## src/logic/wdt_defines.vh

```
// Constants for the watchdog / interval timer: addresses, fields, resets, periods.
// Assumes inclusion by bare name from the design files that use it; protect_seq does not include it.
`ifndef WDT_DEFINES_VH
`define WDT_DEFINES_VH

// ==========================================================
// Register addresses (byte addresses, 8-bit data)
`define WDT_ADDR_PERIOD_SEL 32'hfffff6c1
`define WDT_ADDR_MODE 32'hfffff6c2
`define WDT_ADDR_RESET_CAUSE 32'hfffff6c3
`define WDT_ADDR_PROTECT_CMD 32'hfffff6c4
`define WDT_ADDR_SYS_STATUS 32'hfffff6c5
`define WDT_ADDR_IRQ_CTRL 32'hfffff6c6

// ==========================================================
// Field positions
`define WDT_MODE_RUN_BIT 7
`define WDT_MODE_UPPER_BIT 4
`define WDT_MODE_LOWER_BIT 3
`define WDT_RESET_FLAG_BIT 0
`define WDT_PROTECT_ERR_BIT 0
`define WDT_IRQ_REQ_BIT 7
`define WDT_IRQ_MASK_BIT 6
`define WDT_IRQ_PRIO_MSB 2
`define WDT_IRQ_PRIO_LSB 0

// ==========================================================
// Reset values
`define WDT_RST_PERIOD_SEL 3'h0
`define WDT_RST_MODE 2'h0
`define WDT_RST_IRQ_PRIO 3'h7

// ==========================================================
// Overflow periods in peripheral clock cycles, one per select code
`define WDT_PERIOD_0 16384
`define WDT_PERIOD_1 32768
`define WDT_PERIOD_2 65536
`define WDT_PERIOD_3 131072
`define WDT_PERIOD_4 262144
`define WDT_PERIOD_5 524288
`define WDT_PERIOD_6 1048576
`define WDT_PERIOD_7 4194304

`endif

```

## src/logic/period_divider.v

```verilog
// Half-rate count clock, overflow counter and period tap selection.
// Assumes one clock; clear and enable come from the timer core.
`include "wdt_defines.vh"

module period_divider #(
  parameter P0 = `WDT_PERIOD_0,
  parameter P1 = `WDT_PERIOD_1,
  parameter P2 = `WDT_PERIOD_2,
  parameter P3 = `WDT_PERIOD_3,
  parameter P4 = `WDT_PERIOD_4,
  parameter P5 = `WDT_PERIOD_5,
  parameter P6 = `WDT_PERIOD_6,
  parameter P7 = `WDT_PERIOD_7
) (
  // Clock and reset
  input wire i_mclk,
  input wire i_sys_rst,
  // Control
  input wire i_clear,
  input wire i_count_en,
  input wire [2:0] i_sel,
  // Event
  output reg o_overflow
);

  // ==========================================================
  // Terminal counts in half-rate ticks; longest one still fits 21 bits
  localparam [31:0] T0_FULL = P0 / 2 - 1;
  localparam [31:0] T1_FULL = P1 / 2 - 1;
  localparam [31:0] T2_FULL = P2 / 2 - 1;
  localparam [31:0] T3_FULL = P3 / 2 - 1;
  localparam [31:0] T4_FULL = P4 / 2 - 1;
  localparam [31:0] T5_FULL = P5 / 2 - 1;
  localparam [31:0] T6_FULL = P6 / 2 - 1;
  localparam [31:0] T7_FULL = P7 / 2 - 1;
  localparam [20:0] T0 = T0_FULL[20:0];
  localparam [20:0] T1 = T1_FULL[20:0];
  localparam [20:0] T2 = T2_FULL[20:0];
  localparam [20:0] T3 = T3_FULL[20:0];
  localparam [20:0] T4 = T4_FULL[20:0];
  localparam [20:0] T5 = T5_FULL[20:0];
  localparam [20:0] T6 = T6_FULL[20:0];
  localparam [20:0] T7 = T7_FULL[20:0];

  reg phase_ff;
  reg [20:0] cnt_ff;
  reg [20:0] term;

  always @* begin
    case (i_sel)
      3'h0: term = T0;
      3'h1: term = T1;
      3'h2: term = T2;
      3'h3: term = T3;
      3'h4: term = T4;
      3'h5: term = T5;
      3'h6: term = T6;
      default: term = T7;
    endcase
  end

  // ==========================================================
  // Counter; >= so a shorter period chosen mid-count still fires
  always @(posedge i_mclk) begin
    if (i_sys_rst || i_clear) begin
      phase_ff <= 1'b0;
      cnt_ff <= 21'h0;
      o_overflow <= 1'b0;
    end else if (i_count_en) begin
      phase_ff <= ~phase_ff;
      o_overflow <= 1'b0;
      if (phase_ff) begin
        if (cnt_ff >= term) begin
          cnt_ff <= 21'h0;
          o_overflow <= 1'b1;
        end else begin
          cnt_ff <= cnt_ff + 21'h1;
        end
      end
    end else begin
      o_overflow <= 1'b0;
    end
  end

endmodule // period_divider

```

## src/logic/protect_seq.v

```verilog
// Protected-write sequencer: a command write arms the next write only.
// Assumes write strobes are one cycle long and synchronous to the clock.
module protect_seq (
  // Clock and reset
  input wire i_mclk,
  input wire i_sys_rst,
  // Bus writes
  input wire i_any_wr,
  input wire i_cmd_wr,
  input wire i_special_wr,
  // Verdict
  output wire o_write_ok,
  output wire o_write_bad
);

  reg armed_ff;

  // Any write other than the command itself consumes the arming
  always @(posedge i_mclk) begin
    if (i_sys_rst) begin
      armed_ff <= 1'b0;
    end else if (i_any_wr) begin
      armed_ff <= i_cmd_wr;
    end
  end

  assign o_write_ok = i_special_wr & armed_ff;
  assign o_write_bad = i_special_wr & ~armed_ff;

endmodule // protect_seq

```

## src/logic/watchdog_interval_timer.v

```verilog
// Watchdog / interval timer core with its byte-wide register port.
// Assumes a synchronous bus master and standby status from the system.
//
// Function
// - Reset clears mode and reset-cause registers: stopped, interval mode, flag clear.
// - Mode register writes need the protect sequence; byte or bit access.
// - Run bit 7: zero stops; writing one clears counter and starts.
// - Software cannot clear run; only reset clears it.
// - Mode bits 4:3: 0x interval irq, 10 NMI, 11 system reset.
// - After run is set, software cannot clear either mode bit.
// - Unprotected reset-cause write is dropped; protect error flag set.
// - Reset-cause register written as bytes, read as bytes or bits.
// - Flag set by watchdog reset; cleared by writing 0 or reset pin.
// - Watchdog mode: rewriting run within period restarts count from zero.
// - Watchdog timeout gives reset or NMI per low mode bit.
// - Watchdog counting halts in software STOP or IDLE.
// - Period is 2^14..2^20 or 2^22 clocks by select code.
// - Interval mode raises maskable irq each overflow, gated by mask; priority is only output.
// - Interval irq holds highest default maskable priority.
// - Interval counting continues in HALT, stops in STOP and IDLE.
// - Counter runs at half peripheral clock through tap-selected divider.
// - Period select register: code in low three bits, rest zero.
//
// Implementation choice: strobed register access.
`include "wdt_defines.vh"

module watchdog_interval_timer #(
  parameter PERIOD_0 = `WDT_PERIOD_0,
  parameter PERIOD_1 = `WDT_PERIOD_1,
  parameter PERIOD_2 = `WDT_PERIOD_2,
  parameter PERIOD_3 = `WDT_PERIOD_3,
  parameter PERIOD_4 = `WDT_PERIOD_4,
  parameter PERIOD_5 = `WDT_PERIOD_5,
  parameter PERIOD_6 = `WDT_PERIOD_6,
  parameter PERIOD_7 = `WDT_PERIOD_7
) (
  // Clock and external reset pin
  input wire i_mclk,
  input wire i_sys_rst,
  // Register port
  input wire [31:0] i_addr,
  input wire [7:0] i_wdata,
  input wire i_wr,
  input wire i_rd,
  output reg [7:0] o_rdata,
  // Standby status
  input wire i_stop_idle,
  // Overflow events
  output reg o_dog_system_reset,
  output reg o_dog_nmi_request,
  output reg o_interval_irq_request,
  // Status levels
  output wire [2:0] o_interval_irq_priority,
  output wire o_protect_error_flag,
  output wire o_running
);

  // ==========================================================
  // Address decode
  wire sel_period;
  wire sel_mode;
  wire sel_cause;
  wire sel_cmd;
  wire sel_sys;
  wire sel_irq;

  assign sel_period = (i_addr == `WDT_ADDR_PERIOD_SEL);
  assign sel_mode = (i_addr == `WDT_ADDR_MODE);
  assign sel_cause = (i_addr == `WDT_ADDR_RESET_CAUSE);
  assign sel_cmd = (i_addr == `WDT_ADDR_PROTECT_CMD);
  assign sel_sys = (i_addr == `WDT_ADDR_SYS_STATUS);
  assign sel_irq = (i_addr == `WDT_ADDR_IRQ_CTRL);

  wire wr_period;
  wire wr_sys;
  wire wr_irq;

  assign wr_period = i_wr & sel_period;
  assign wr_sys = i_wr & sel_sys;
  assign wr_irq = i_wr & sel_irq;

  // ==========================================================
  // State registers
  reg run_ff;
  reg [1:0] mode_ff;
  reg [2:0] period_sel_ff;
  reg dog_flag_ff;
  reg prot_err_ff;
  reg irq_req_ff;
  reg irq_mask_ff;
  reg [2:0] irq_prio_ff;

  reg nxt_run;
  reg [1:0] nxt_mode;
  reg [2:0] nxt_period_sel;
  reg nxt_dog_flag;
  reg nxt_prot_err;
  reg nxt_irq_req;
  reg nxt_irq_mask;
  reg [2:0] nxt_irq_prio;

  // ==========================================================
  // Protected write sequencing
  wire mode_ok;
  wire mode_bad;
  wire cause_ok;
  wire cause_bad;

  // A watchdog reset also disarms a pending protect command
  protect_seq u_prot_mode (
    .i_mclk(i_mclk),
    .i_sys_rst(i_sys_rst | o_dog_system_reset),
    .i_any_wr(i_wr),
    .i_cmd_wr(i_wr & sel_cmd),
    .i_special_wr(i_wr & sel_mode),
    .o_write_ok(mode_ok),
    .o_write_bad(mode_bad)
  );

  protect_seq u_prot_cause (
    .i_mclk(i_mclk),
    .i_sys_rst(i_sys_rst | o_dog_system_reset),
    .i_any_wr(i_wr),
    .i_cmd_wr(i_wr & sel_cmd),
    .i_special_wr(i_wr & sel_cause),
    .o_write_ok(cause_ok),
    .o_write_bad(cause_bad)
  );

  // ==========================================================
  // Counter control
  wire restart;
  wire count_en;
  wire overflow;

  // Every accepted run=1 write clears the counter, also while running
  assign restart = mode_ok & i_wdata[`WDT_MODE_RUN_BIT];

  // HALT is not an input: counting simply goes on through it
  assign count_en = run_ff & ~i_stop_idle;

  period_divider #(
    .P0(PERIOD_0),
    .P1(PERIOD_1),
    .P2(PERIOD_2),
    .P3(PERIOD_3),
    .P4(PERIOD_4),
    .P5(PERIOD_5),
    .P6(PERIOD_6),
    .P7(PERIOD_7)
  ) u_div (
    .i_mclk(i_mclk),
    .i_sys_rst(i_sys_rst | o_dog_system_reset),
    .i_clear(restart),
    .i_count_en(count_en),
    .i_sel(period_sel_ff),
    .o_overflow(overflow)
  );

  // ==========================================================
  // Overflow action decode
  wire ovf_interval;
  wire ovf_nmi;
  wire ovf_reset;

  // A restart in the overflow cycle wins: the timeout was met in time
  assign ovf_interval = overflow & ~restart & ~mode_ff[1];
  assign ovf_nmi = overflow & ~restart & (mode_ff == 2'h2);
  assign ovf_reset = overflow & ~restart & (mode_ff == 2'h3);

  // ==========================================================
  // Next-state logic for software-visible state
  always @* begin
    nxt_run = run_ff;
    nxt_mode = mode_ff;
    nxt_period_sel = period_sel_ff;
    nxt_dog_flag = dog_flag_ff;
    nxt_prot_err = prot_err_ff;
    nxt_irq_req = irq_req_ff;
    nxt_irq_mask = irq_mask_ff;
    nxt_irq_prio = irq_prio_ff;

    // Mode register: run and mode bits are sticky once running
    if (mode_ok) begin
      nxt_run = run_ff | i_wdata[`WDT_MODE_RUN_BIT];
      if (run_ff) begin
        nxt_mode = mode_ff | {i_wdata[`WDT_MODE_UPPER_BIT], i_wdata[`WDT_MODE_LOWER_BIT]};
      end else begin
        nxt_mode = {i_wdata[`WDT_MODE_UPPER_BIT], i_wdata[`WDT_MODE_LOWER_BIT]};
      end
    end

    if (wr_period) begin
      nxt_period_sel = i_wdata[2:0];
    end

    // Reset-cause flag: only a zero takes effect; hardware set wins
    if (cause_ok && !i_wdata[`WDT_RESET_FLAG_BIT]) begin
      nxt_dog_flag = 1'b0;
    end
    if (o_dog_system_reset) begin
      nxt_dog_flag = 1'b1;
    end

    // Protect error: cleared by writing zero, any bad write sets it
    if (wr_sys && !i_wdata[`WDT_PROTECT_ERR_BIT]) begin
      nxt_prot_err = 1'b0;
    end
    if (mode_bad || cause_bad) begin
      nxt_prot_err = 1'b1;
    end

    // Interrupt control: request cleared by writing zero, set wins
    if (wr_irq) begin
      nxt_irq_mask = i_wdata[`WDT_IRQ_MASK_BIT];
      nxt_irq_prio = i_wdata[`WDT_IRQ_PRIO_MSB:`WDT_IRQ_PRIO_LSB];
      if (!i_wdata[`WDT_IRQ_REQ_BIT]) begin
        nxt_irq_req = 1'b0;
      end
    end
    if (ovf_interval) begin
      nxt_irq_req = 1'b1;
    end
  end

  // ==========================================================
  // State update; a watchdog reset clears the block except the flag
  always @(posedge i_mclk) begin
    if (i_sys_rst) begin
      run_ff <= 1'b0;
      mode_ff <= `WDT_RST_MODE;
      period_sel_ff <= `WDT_RST_PERIOD_SEL;
      dog_flag_ff <= 1'b0;
      prot_err_ff <= 1'b0;
      irq_req_ff <= 1'b0;
      irq_mask_ff <= 1'b1;
      irq_prio_ff <= `WDT_RST_IRQ_PRIO;
    end else if (o_dog_system_reset) begin
      run_ff <= 1'b0;
      mode_ff <= `WDT_RST_MODE;
      period_sel_ff <= `WDT_RST_PERIOD_SEL;
      dog_flag_ff <= 1'b1;
      prot_err_ff <= 1'b0;
      irq_req_ff <= 1'b0;
      irq_mask_ff <= 1'b1;
      irq_prio_ff <= `WDT_RST_IRQ_PRIO;
    end else begin
      run_ff <= nxt_run;
      mode_ff <= nxt_mode;
      period_sel_ff <= nxt_period_sel;
      dog_flag_ff <= nxt_dog_flag;
      prot_err_ff <= nxt_prot_err;
      irq_req_ff <= nxt_irq_req;
      irq_mask_ff <= nxt_irq_mask;
      irq_prio_ff <= nxt_irq_prio;
    end
  end

  // ==========================================================
  // Event outputs, one cycle each
  always @(posedge i_mclk) begin
    if (i_sys_rst || o_dog_system_reset) begin
      o_dog_system_reset <= 1'b0;
      o_dog_nmi_request <= 1'b0;
      o_interval_irq_request <= 1'b0;
    end else begin
      o_dog_system_reset <= ovf_reset;
      o_dog_nmi_request <= ovf_nmi;
      // Top default rank is left to the system arbiter's fixed order
      o_interval_irq_request <= ovf_interval & ~irq_mask_ff;
    end
  end

  assign o_interval_irq_priority = irq_prio_ff;
  assign o_protect_error_flag = prot_err_ff;
  assign o_running = run_ff;

  // ==========================================================
  // Read port: data one cycle after the strobe, zero otherwise
  reg [7:0] rd_mux;

  always @* begin
    rd_mux = 8'h00;
    if (sel_period) begin
      rd_mux[2:0] = period_sel_ff;
    end else if (sel_mode) begin
      rd_mux[`WDT_MODE_RUN_BIT] = run_ff;
      rd_mux[`WDT_MODE_UPPER_BIT] = mode_ff[1];
      rd_mux[`WDT_MODE_LOWER_BIT] = mode_ff[0];
    end else if (sel_cause) begin
      rd_mux[`WDT_RESET_FLAG_BIT] = dog_flag_ff;
    end else if (sel_sys) begin
      rd_mux[`WDT_PROTECT_ERR_BIT] = prot_err_ff;
    end else if (sel_irq) begin
      rd_mux[`WDT_IRQ_REQ_BIT] = irq_req_ff;
      rd_mux[`WDT_IRQ_MASK_BIT] = irq_mask_ff;
      rd_mux[`WDT_IRQ_PRIO_MSB:`WDT_IRQ_PRIO_LSB] = irq_prio_ff;
    end
  end

  always @(posedge i_mclk) begin
    if (i_sys_rst) begin
      o_rdata <= 8'h00;
    end else if (i_rd) begin
      o_rdata <= rd_mux;
    end else begin
      o_rdata <= 8'h00;
    end
  end

endmodule // watchdog_interval_timer

```

## config.mk

```make
export PLATFORM = sky130hd
export DESIGN_NAME = watchdog_interval_timer
export DESIGN_NICKNAME = d
export VERILOG_FILES = /design/src/logic/period_divider.v /design/src/logic/protect_seq.v /design/src/logic/watchdog_interval_timer.v
export VERILOG_INCLUDE_DIRS = /design/src /design/src/logic
export SDC_FILE = /design/constraint.sdc
export NUM_CORES = 1
export LEC_CHECK = 0
export BUFFER_PORTS_ARGS = -buffer_cell sky130_fd_sc_hd__buf_2
export CORE_ASPECT_RATIO = 0.5
export CORE_MARGIN = 2
export CORE_UTILIZATION = 49
export CTS_CLUSTER_SIZE = 24
export DETAILED_ROUTE_END_ITERATION = 8
export HOLD_SLACK_MARGIN = 0.08
export PLACE_DENSITY = 0.81
export SETUP_SLACK_MARGIN = 0.3
export SLEW_MARGIN = 20
export SYNTH_ARGS = -nofsm -noshare
export SYNTH_HDL_FRONTEND = slang
export SYNTH_HIERARCHICAL = 1
export SYNTH_SLANG_ARGS = --single-unit
export TNS_END_PERCENT = 20
```

## constraint.sdc

```tcl
create_clock -name i_mclk -period 3.2 [get_ports i_mclk]
set_clock_uncertainty 0.1 [all_clocks]
set_input_delay 0.48 -clock i_mclk [delete_from_list [all_inputs] [get_ports i_mclk]]
set_output_delay 0.48 -clock i_mclk [all_outputs]
set_load 0.01 [all_outputs]
```

=== After elaboration in Yosys (flattened, before gate mapping) ===
Index checks and enable logic that the tools add are counted.

* Flip-flop bits (word level): 48
* Logic and storage cells: 107
* Input bits: 45

* Magnitude comparators: 1
* Reductions and logical operators: 18
* Add/sub/neg operators: 1
* Bitwise operators: 30
* Mux-type cells: 22
* Equal/unequal tests: 15

{| class="wikitable"
|+ Operator list
! kind !! number
|-
| 32-bit equality test, second input constant || 6
|-
| 21-bit case mux with 7 select lines || 1
|-
| 21-bit by 1-bit adder with 21-bit output, second input constant || 1
|-
| 21-bit greater-or-equal comparator || 1
|-
| 21-bit 2-to-1 mux || 1
|-
| 1-bit AND || 17
|-
| 2-bit 2-to-1 mux || 6
|-
| 1-bit 2-to-1 mux || 11
|-
| 1-bit inverter || 10
|-
| 3-bit equality test, second input constant || 3
|-
| 3-bit 2-to-1 mux || 3
|-
| 7-bit OR reduction || 1
|-
| 3-bit by 2-bit equality test with 1-bit output, second input constant || 2
|-
| 2-bit nonzero test || 3
|-
| 3-bit OR reduction || 2
|-
| 2-bit equality test, second input constant || 2
|-
| 2-bit AND reduction || 2
|-
| 2-bit OR reduction || 2
|-
| 4-bit OR reduction || 1
|-
| 3-bit by 1-bit equality test with 1-bit output, second input constant || 1
|-
| 3-bit zero test || 1
|-
| 1-bit logical OR || 3
|-
| 1-bit logical AND || 2
|-
| 2-bit by 1-bit inequality test with 1-bit output, second input constant || 1
|-
| other kinds (3) || 4
|}

=== Longest topological paths before layout ===
* Word-level depth: 9
* Depth in mapped cells: 11

=== By module ===
The synthesis kept the hierarchy.

{| class="wikitable"
|+ By module, submodules not included
! module !! seq. area each (sq um) !! instances !! cells each !! area an instance (sq um)
|-
| period_divider || 460.4 || 1 || 152 || 1332.5
|-
| watchdog_interval_timer || 460.4 || 1 || 123 || 1099.8
|-
| protect_seq || 20.0 || 2 || 5 || 46.3
|}

=== Least setup slack after synthesis ===
No wires, ideal clock.

* Kind: input port to flip-flop
* From: in i_addr[3]
* To: reg u_div.cnt_ff[1]
* Arrival time: 2.379 ns
* Setup slack: 0.584 ns
* Setup time: 0.136 ns
* Cell stages on the path: 10
* Cell sequence: nand4bb_1 -> or4_4 -> nor3_1 -> and2_1 -> nand2_1 -> inv_1 -> or2_2 -> clkbuf_1 -> clkbuf_1 -> nor3_1

* Longest elaborated chain between the ends: 5

{| class="wikitable"
|+ RTL lines
! element !! line !! RTL
|-
| start, declared || watchdog_interval_timer.v:41 || <nowiki>input wire [31:0] i_addr,</nowiki>
|-
| 32-bit equality test (no line) || - ||
|-
| 1-bit AND || watchdog_interval_timer.v:115 || <nowiki>.i_special_wr(i_wr & sel_mode),</nowiki>
|-
| 1-bit AND || protect_seq.v:27 || <nowiki>assign o_write_ok = i_special_wr & armed_ff;</nowiki>
|-
| named net mode_ok || watchdog_interval_timer.v:104 || <nowiki>wire mode_ok;</nowiki>
|-
| 1-bit AND || watchdog_interval_timer.v:137 || <nowiki>assign restart = mode_ok & i_wdata[`WDT_MODE_RUN_BIT];</nowiki>
|-
| named net restart || watchdog_interval_timer.v:132 || <nowiki>wire restart;</nowiki>
|-
| 1-bit logical OR || period_divider.v:65 || <nowiki>if (i_sys_rst || i_clear) begin</nowiki>
|-
| end signal, assigned || period_divider.v:77 || <nowiki>cnt_ff <= cnt_ff + 21'h1;</nowiki>
|-
| end, declared || period_divider.v:46 || <nowiki>reg [20:0] cnt_ff;</nowiki>
|}

The timed path passes the listed nets, and every way through them passes these cells.
A chain may end at the register's enable or synchronous reset.

=== Worst setup path in the final report ===
* From: reg period_sel_ff[2]
* To: reg u_div.cnt_ff[12]

* Longest elaborated chain between the ends: 4

{| class="wikitable"
|+ RTL lines
! element !! line !! RTL
|-
| start, declared || watchdog_interval_timer.v:86 || <nowiki>reg [2:0] period_sel_ff;</nowiki>
|-
| start signal, assigned || watchdog_interval_timer.v:232 || <nowiki>period_sel_ff <= `WDT_RST_PERIOD_SEL;</nowiki>
|-
| start signal, assigned || watchdog_interval_timer.v:241 || <nowiki>period_sel_ff <= `WDT_RST_PERIOD_SEL;</nowiki>
|-
| start signal, assigned || watchdog_interval_timer.v:250 || <nowiki>period_sel_ff <= nxt_period_sel;</nowiki>
|-
| 3-bit equality test (tied with other cells) || period_divider.v:50 || <nowiki>case (i_sel)</nowiki>
|-
| 21-bit case mux with 7 select lines (*) || period_divider.v:50 ||
|-
| 21-bit greater-or-equal comparator (*) || period_divider.v:73 || <nowiki>if (cnt_ff >= term) begin</nowiki>
|-
| 21-bit 2-to-1 mux (*) || period_divider.v:73 ||
|}

Every way passes the cells marked *; elsewhere a longest branch is shown, timed or not.

==> results.md <==
* Number of remaining DRC errors at 0
* CP Launch Type: flip-flop
* Worst slew margin at 62.20%
* Period utilization at 80.08%
* Post-placement setup slack at 0.4074 ns
* Number of detailed-route iterations in the first pass at 4
* Worst min-delay path startpoint: i_sys_rst
* GPL Wtd Cong at 0.8583
* TritonCTS Buffers at 5
* DR WL/cell at 13.64 microns
* Skew-Pair Late Insertion Delay at 0.30 ns
* Arrival @ worst endpoint at 2.63 ns
* Primary FF master, synth: dfxtp_1
* Worst path bufs/invs at 1
* Outcome: finished, final reports clean
* Core footprint at 4955 sq um
* Grt ovf at 0
* Antenna diode instance count at 0
* Routed Wire Length at 5619 microns
* Initial antenna violation count at 0
* Power Dens Cells at 341.5 nW/um^2
* Leading cell types in the layout, fill and taps excluded: 58 x buf_2, 48 x dfxtp_1, 31 x nor2_1
* WP data required at 3.27 ns
* Critical Path Fanout Max at 17
* Unique masters post-synth at 46
* Crit path max-delay family: simple AND/OR/NAND/NOR gates
* Final count of pins violating max slew at 0
* Final #Nets at 396
* Total design power at 1.006 mW
* Cell Area, Synth at 2525 sq um
* Slowest CP cell: dfxtp_1
* Initial DRC count at 155
* Mean post-synth cell area at 8.859 sq um
* CP Cell Sequence: nand3_1 > ha_1 > nand4_1 > nor3_1 > a22oi_1 > a21oi_1 > buf_4 > nor3_1
* Area after DPL at 2865 sq um
* Mapped Cells at 285
* Vias in the first global route at 2,149
* Largest net degree at the start of global routing at 24
* Most frequent CP cell: nor3_1
* Vias post-DR at 2,243
* Ys Warns at 6
* Final ANT Viol Nets at 0
* LEAKAGE at 1.214 nW
* Setup Buffers After CTS at 0
* Vias per cell at 5.444
* Final number of setup-violating endpoints at 0
* Synthesized flop and latch total at 48
* Highest clock rate at 390.2 MHz
* Ports at 61
* Syn-to-layout area delta at 16.70%
* RSZ-0062 raised after global routing: false
* Row cnt at 18
* # resized after CTS at 0
* # Max-Cap Violations at 0
* # clock sinks at 48
* Initial Utilization at 50.96%
* Hold Buf Count CTS at 0
* CTS root buf: clkbuf_8
* Design area at 2947 sq um
* Fin. Hold Viols at 0
* Clock slew at reported path FFs at 0.09 ns
* CP startpoint: period_sel_ff[2]$_SDFFE_PP0P_
* Setup TNS at 0 ns
* Slew at the pin closest to its max-slew limit at 0.5624 ns
* Setup CP Type: reg2reg
* Die height at 54.76 microns
* Post-synth EDFFs at 0
* Crit. End Element: flip-flop
* Total GRT Usage at 19.91%
* Slowest stage delay, CP at 0.51 ns
* CTS H-Tree Depth at 2
* CTS max path bufs at 2
* Input/output buffers at 58
* Most common cell after layout, fill and taps aside: buf_2
* Sequential element share of the synthesized area at 38.06%
* Die area at 5778 sq um
* Global-route wire length before repair at 9163 microns
* Share of cells above drive strength 1 at 27.49%
* Mapped Nets at 339
* Minimum clock period at 2.563 ns
* Path category of the worst min-delay check: in2reg
* Die Width at 105.5 microns
* Post-synth ARST share at 0%
* Final WS setup at 0.6374 ns
* Maximum VDD drop at 0.1798 mV
* RR Startpoint: period_sel_ff[2]$_SDFFE_PP0P_
* CTS tree: yes
* Worst hold margin at 0.2654 ns
* Hpwl dp at 4221 microns
-- flip-flops by register name (all words and copies together), names as in the netlist --
signal,cells
irq_mask_ff,1
o_dog_system_reset,1
o_rdata,7
o_interval_irq_priority,3
o_protect_error_flag,1
mode_ff,2
u_prot_cause/armed_ff,1
u_prot_mode/armed_ff,1
u_div/phase_ff,1
u_div/cnt_ff,21
o_running,1
o_dog_nmi_request,1
u_div/o_overflow,1
dog_flag_ff,1
period_sel_ff,3
o_interval_irq_request,1
irq_req_ff,1
-- worst register-to-register path, stage by stage, from the launching register on --
cell	delay (ns)
dfxtp_1	0.51
nand3_1	0.15
ha_1	0.36
nand4_1	0.11
nor3_1	0.25
a22oi_1	0.14
a21oi_1	0.40
buf_4	0.32
nor3_1	0.10
-- layout make-up --
| cell class | instances | area, sq um |
|---|---|---|
| tap | 70 | 87.58 |
| timing repair buffer | 62 | 320.3 |
| fill | 421 | 2008 |
| multi-input combinational | 213 | 1451 |
| inverter | 12 | 45.04 |
| clock buffer | 5 | 68.82 |
| clock inverter | 2 | 12.51 |
| sequential | 48 | 960.9 |
-- Yosys cell counts (3+ instances only) --
library cell   n  area (sq um)
dfxtp_1       48         960.9
nor2_1        31         116.4
nor3_1        26         130.1
nand2_1       20         75.07
xnor2_1       15         131.4
inv_1         11         41.29
mux2i_1       11         110.1
nand3_1       11         55.05
nand4_1       11         68.82
nor3_2        11         110.1
a21oi_1       10         50.05
ha_1           9         112.6
a22oi_1        6         45.04
clkbuf_1       6         22.52
xor2_1         5         43.79
nor2b_1        4         25.02
o21ai_0        4         20.02
and2_1         3         18.77
buf_2          3         15.01
nand2b_1       3         18.77
nor4_1         3         18.77
-- power by group --
part | internal [mW] | switching, mW
clock network | 0.148 | 0.201
registers | 0.597 | 0.0000000000341
logic | 0.0279 | 0.0326
total | 0.773 | 0.233
-- cells by family (layout without fill, tap and decap cells) --
family	Yosys count	count (layout)	share of synthesized area (%)
mux	11	11	4.361
fa+ha+maj	9	9	4.460
compound gates	26	26	6.343
xor+xnor	20	20	6.938
buf+inv	24	81	4.460
simple gates	146	146	35.23
other cells	1	1	0.1485
flops	48	48	38.06
-- through the flow --
step / utilization, % / instances
3_5_place_dp: 57.83 / 405
5_1_grt: 59.47 / 412
6_report: 59.47 / 412
4_1_cts: 59.47 / 412
3_3_place_gp: 57.83 / 405
2_1_floorplan: - / 285
-- path summary, 6_finish.rpt --
| path | to | slack, ns | cells after the start |
|---|---|---|---|
| worst max-delay path | u_div/cnt_ff[12]$_SDFFE_PP0P_ | 0.64 | 8 |
| worst min-delay path | dog_flag_ff$_SDFFE_PP0P_ | 0.27 | 2 |
| worst max register to register | u_div/cnt_ff[12]$_SDFFE_PP0P_ | 0.64 | 8 |
| worst min register to register | o_dog_nmi_request$_SDFF_PP0_ | 0.35 | 1 |
-- layer usage --
metal	vias up	part of all wire [%]	GRT usage (%)
met5	-	0	0
met4	0	0.94	8.991
met3	7	6.1	4.286
met2	70	49	38.28
met1	1049	44	22.22
li1	1117	-	-
Note: power is estimated with default switching activity, not from simulation.
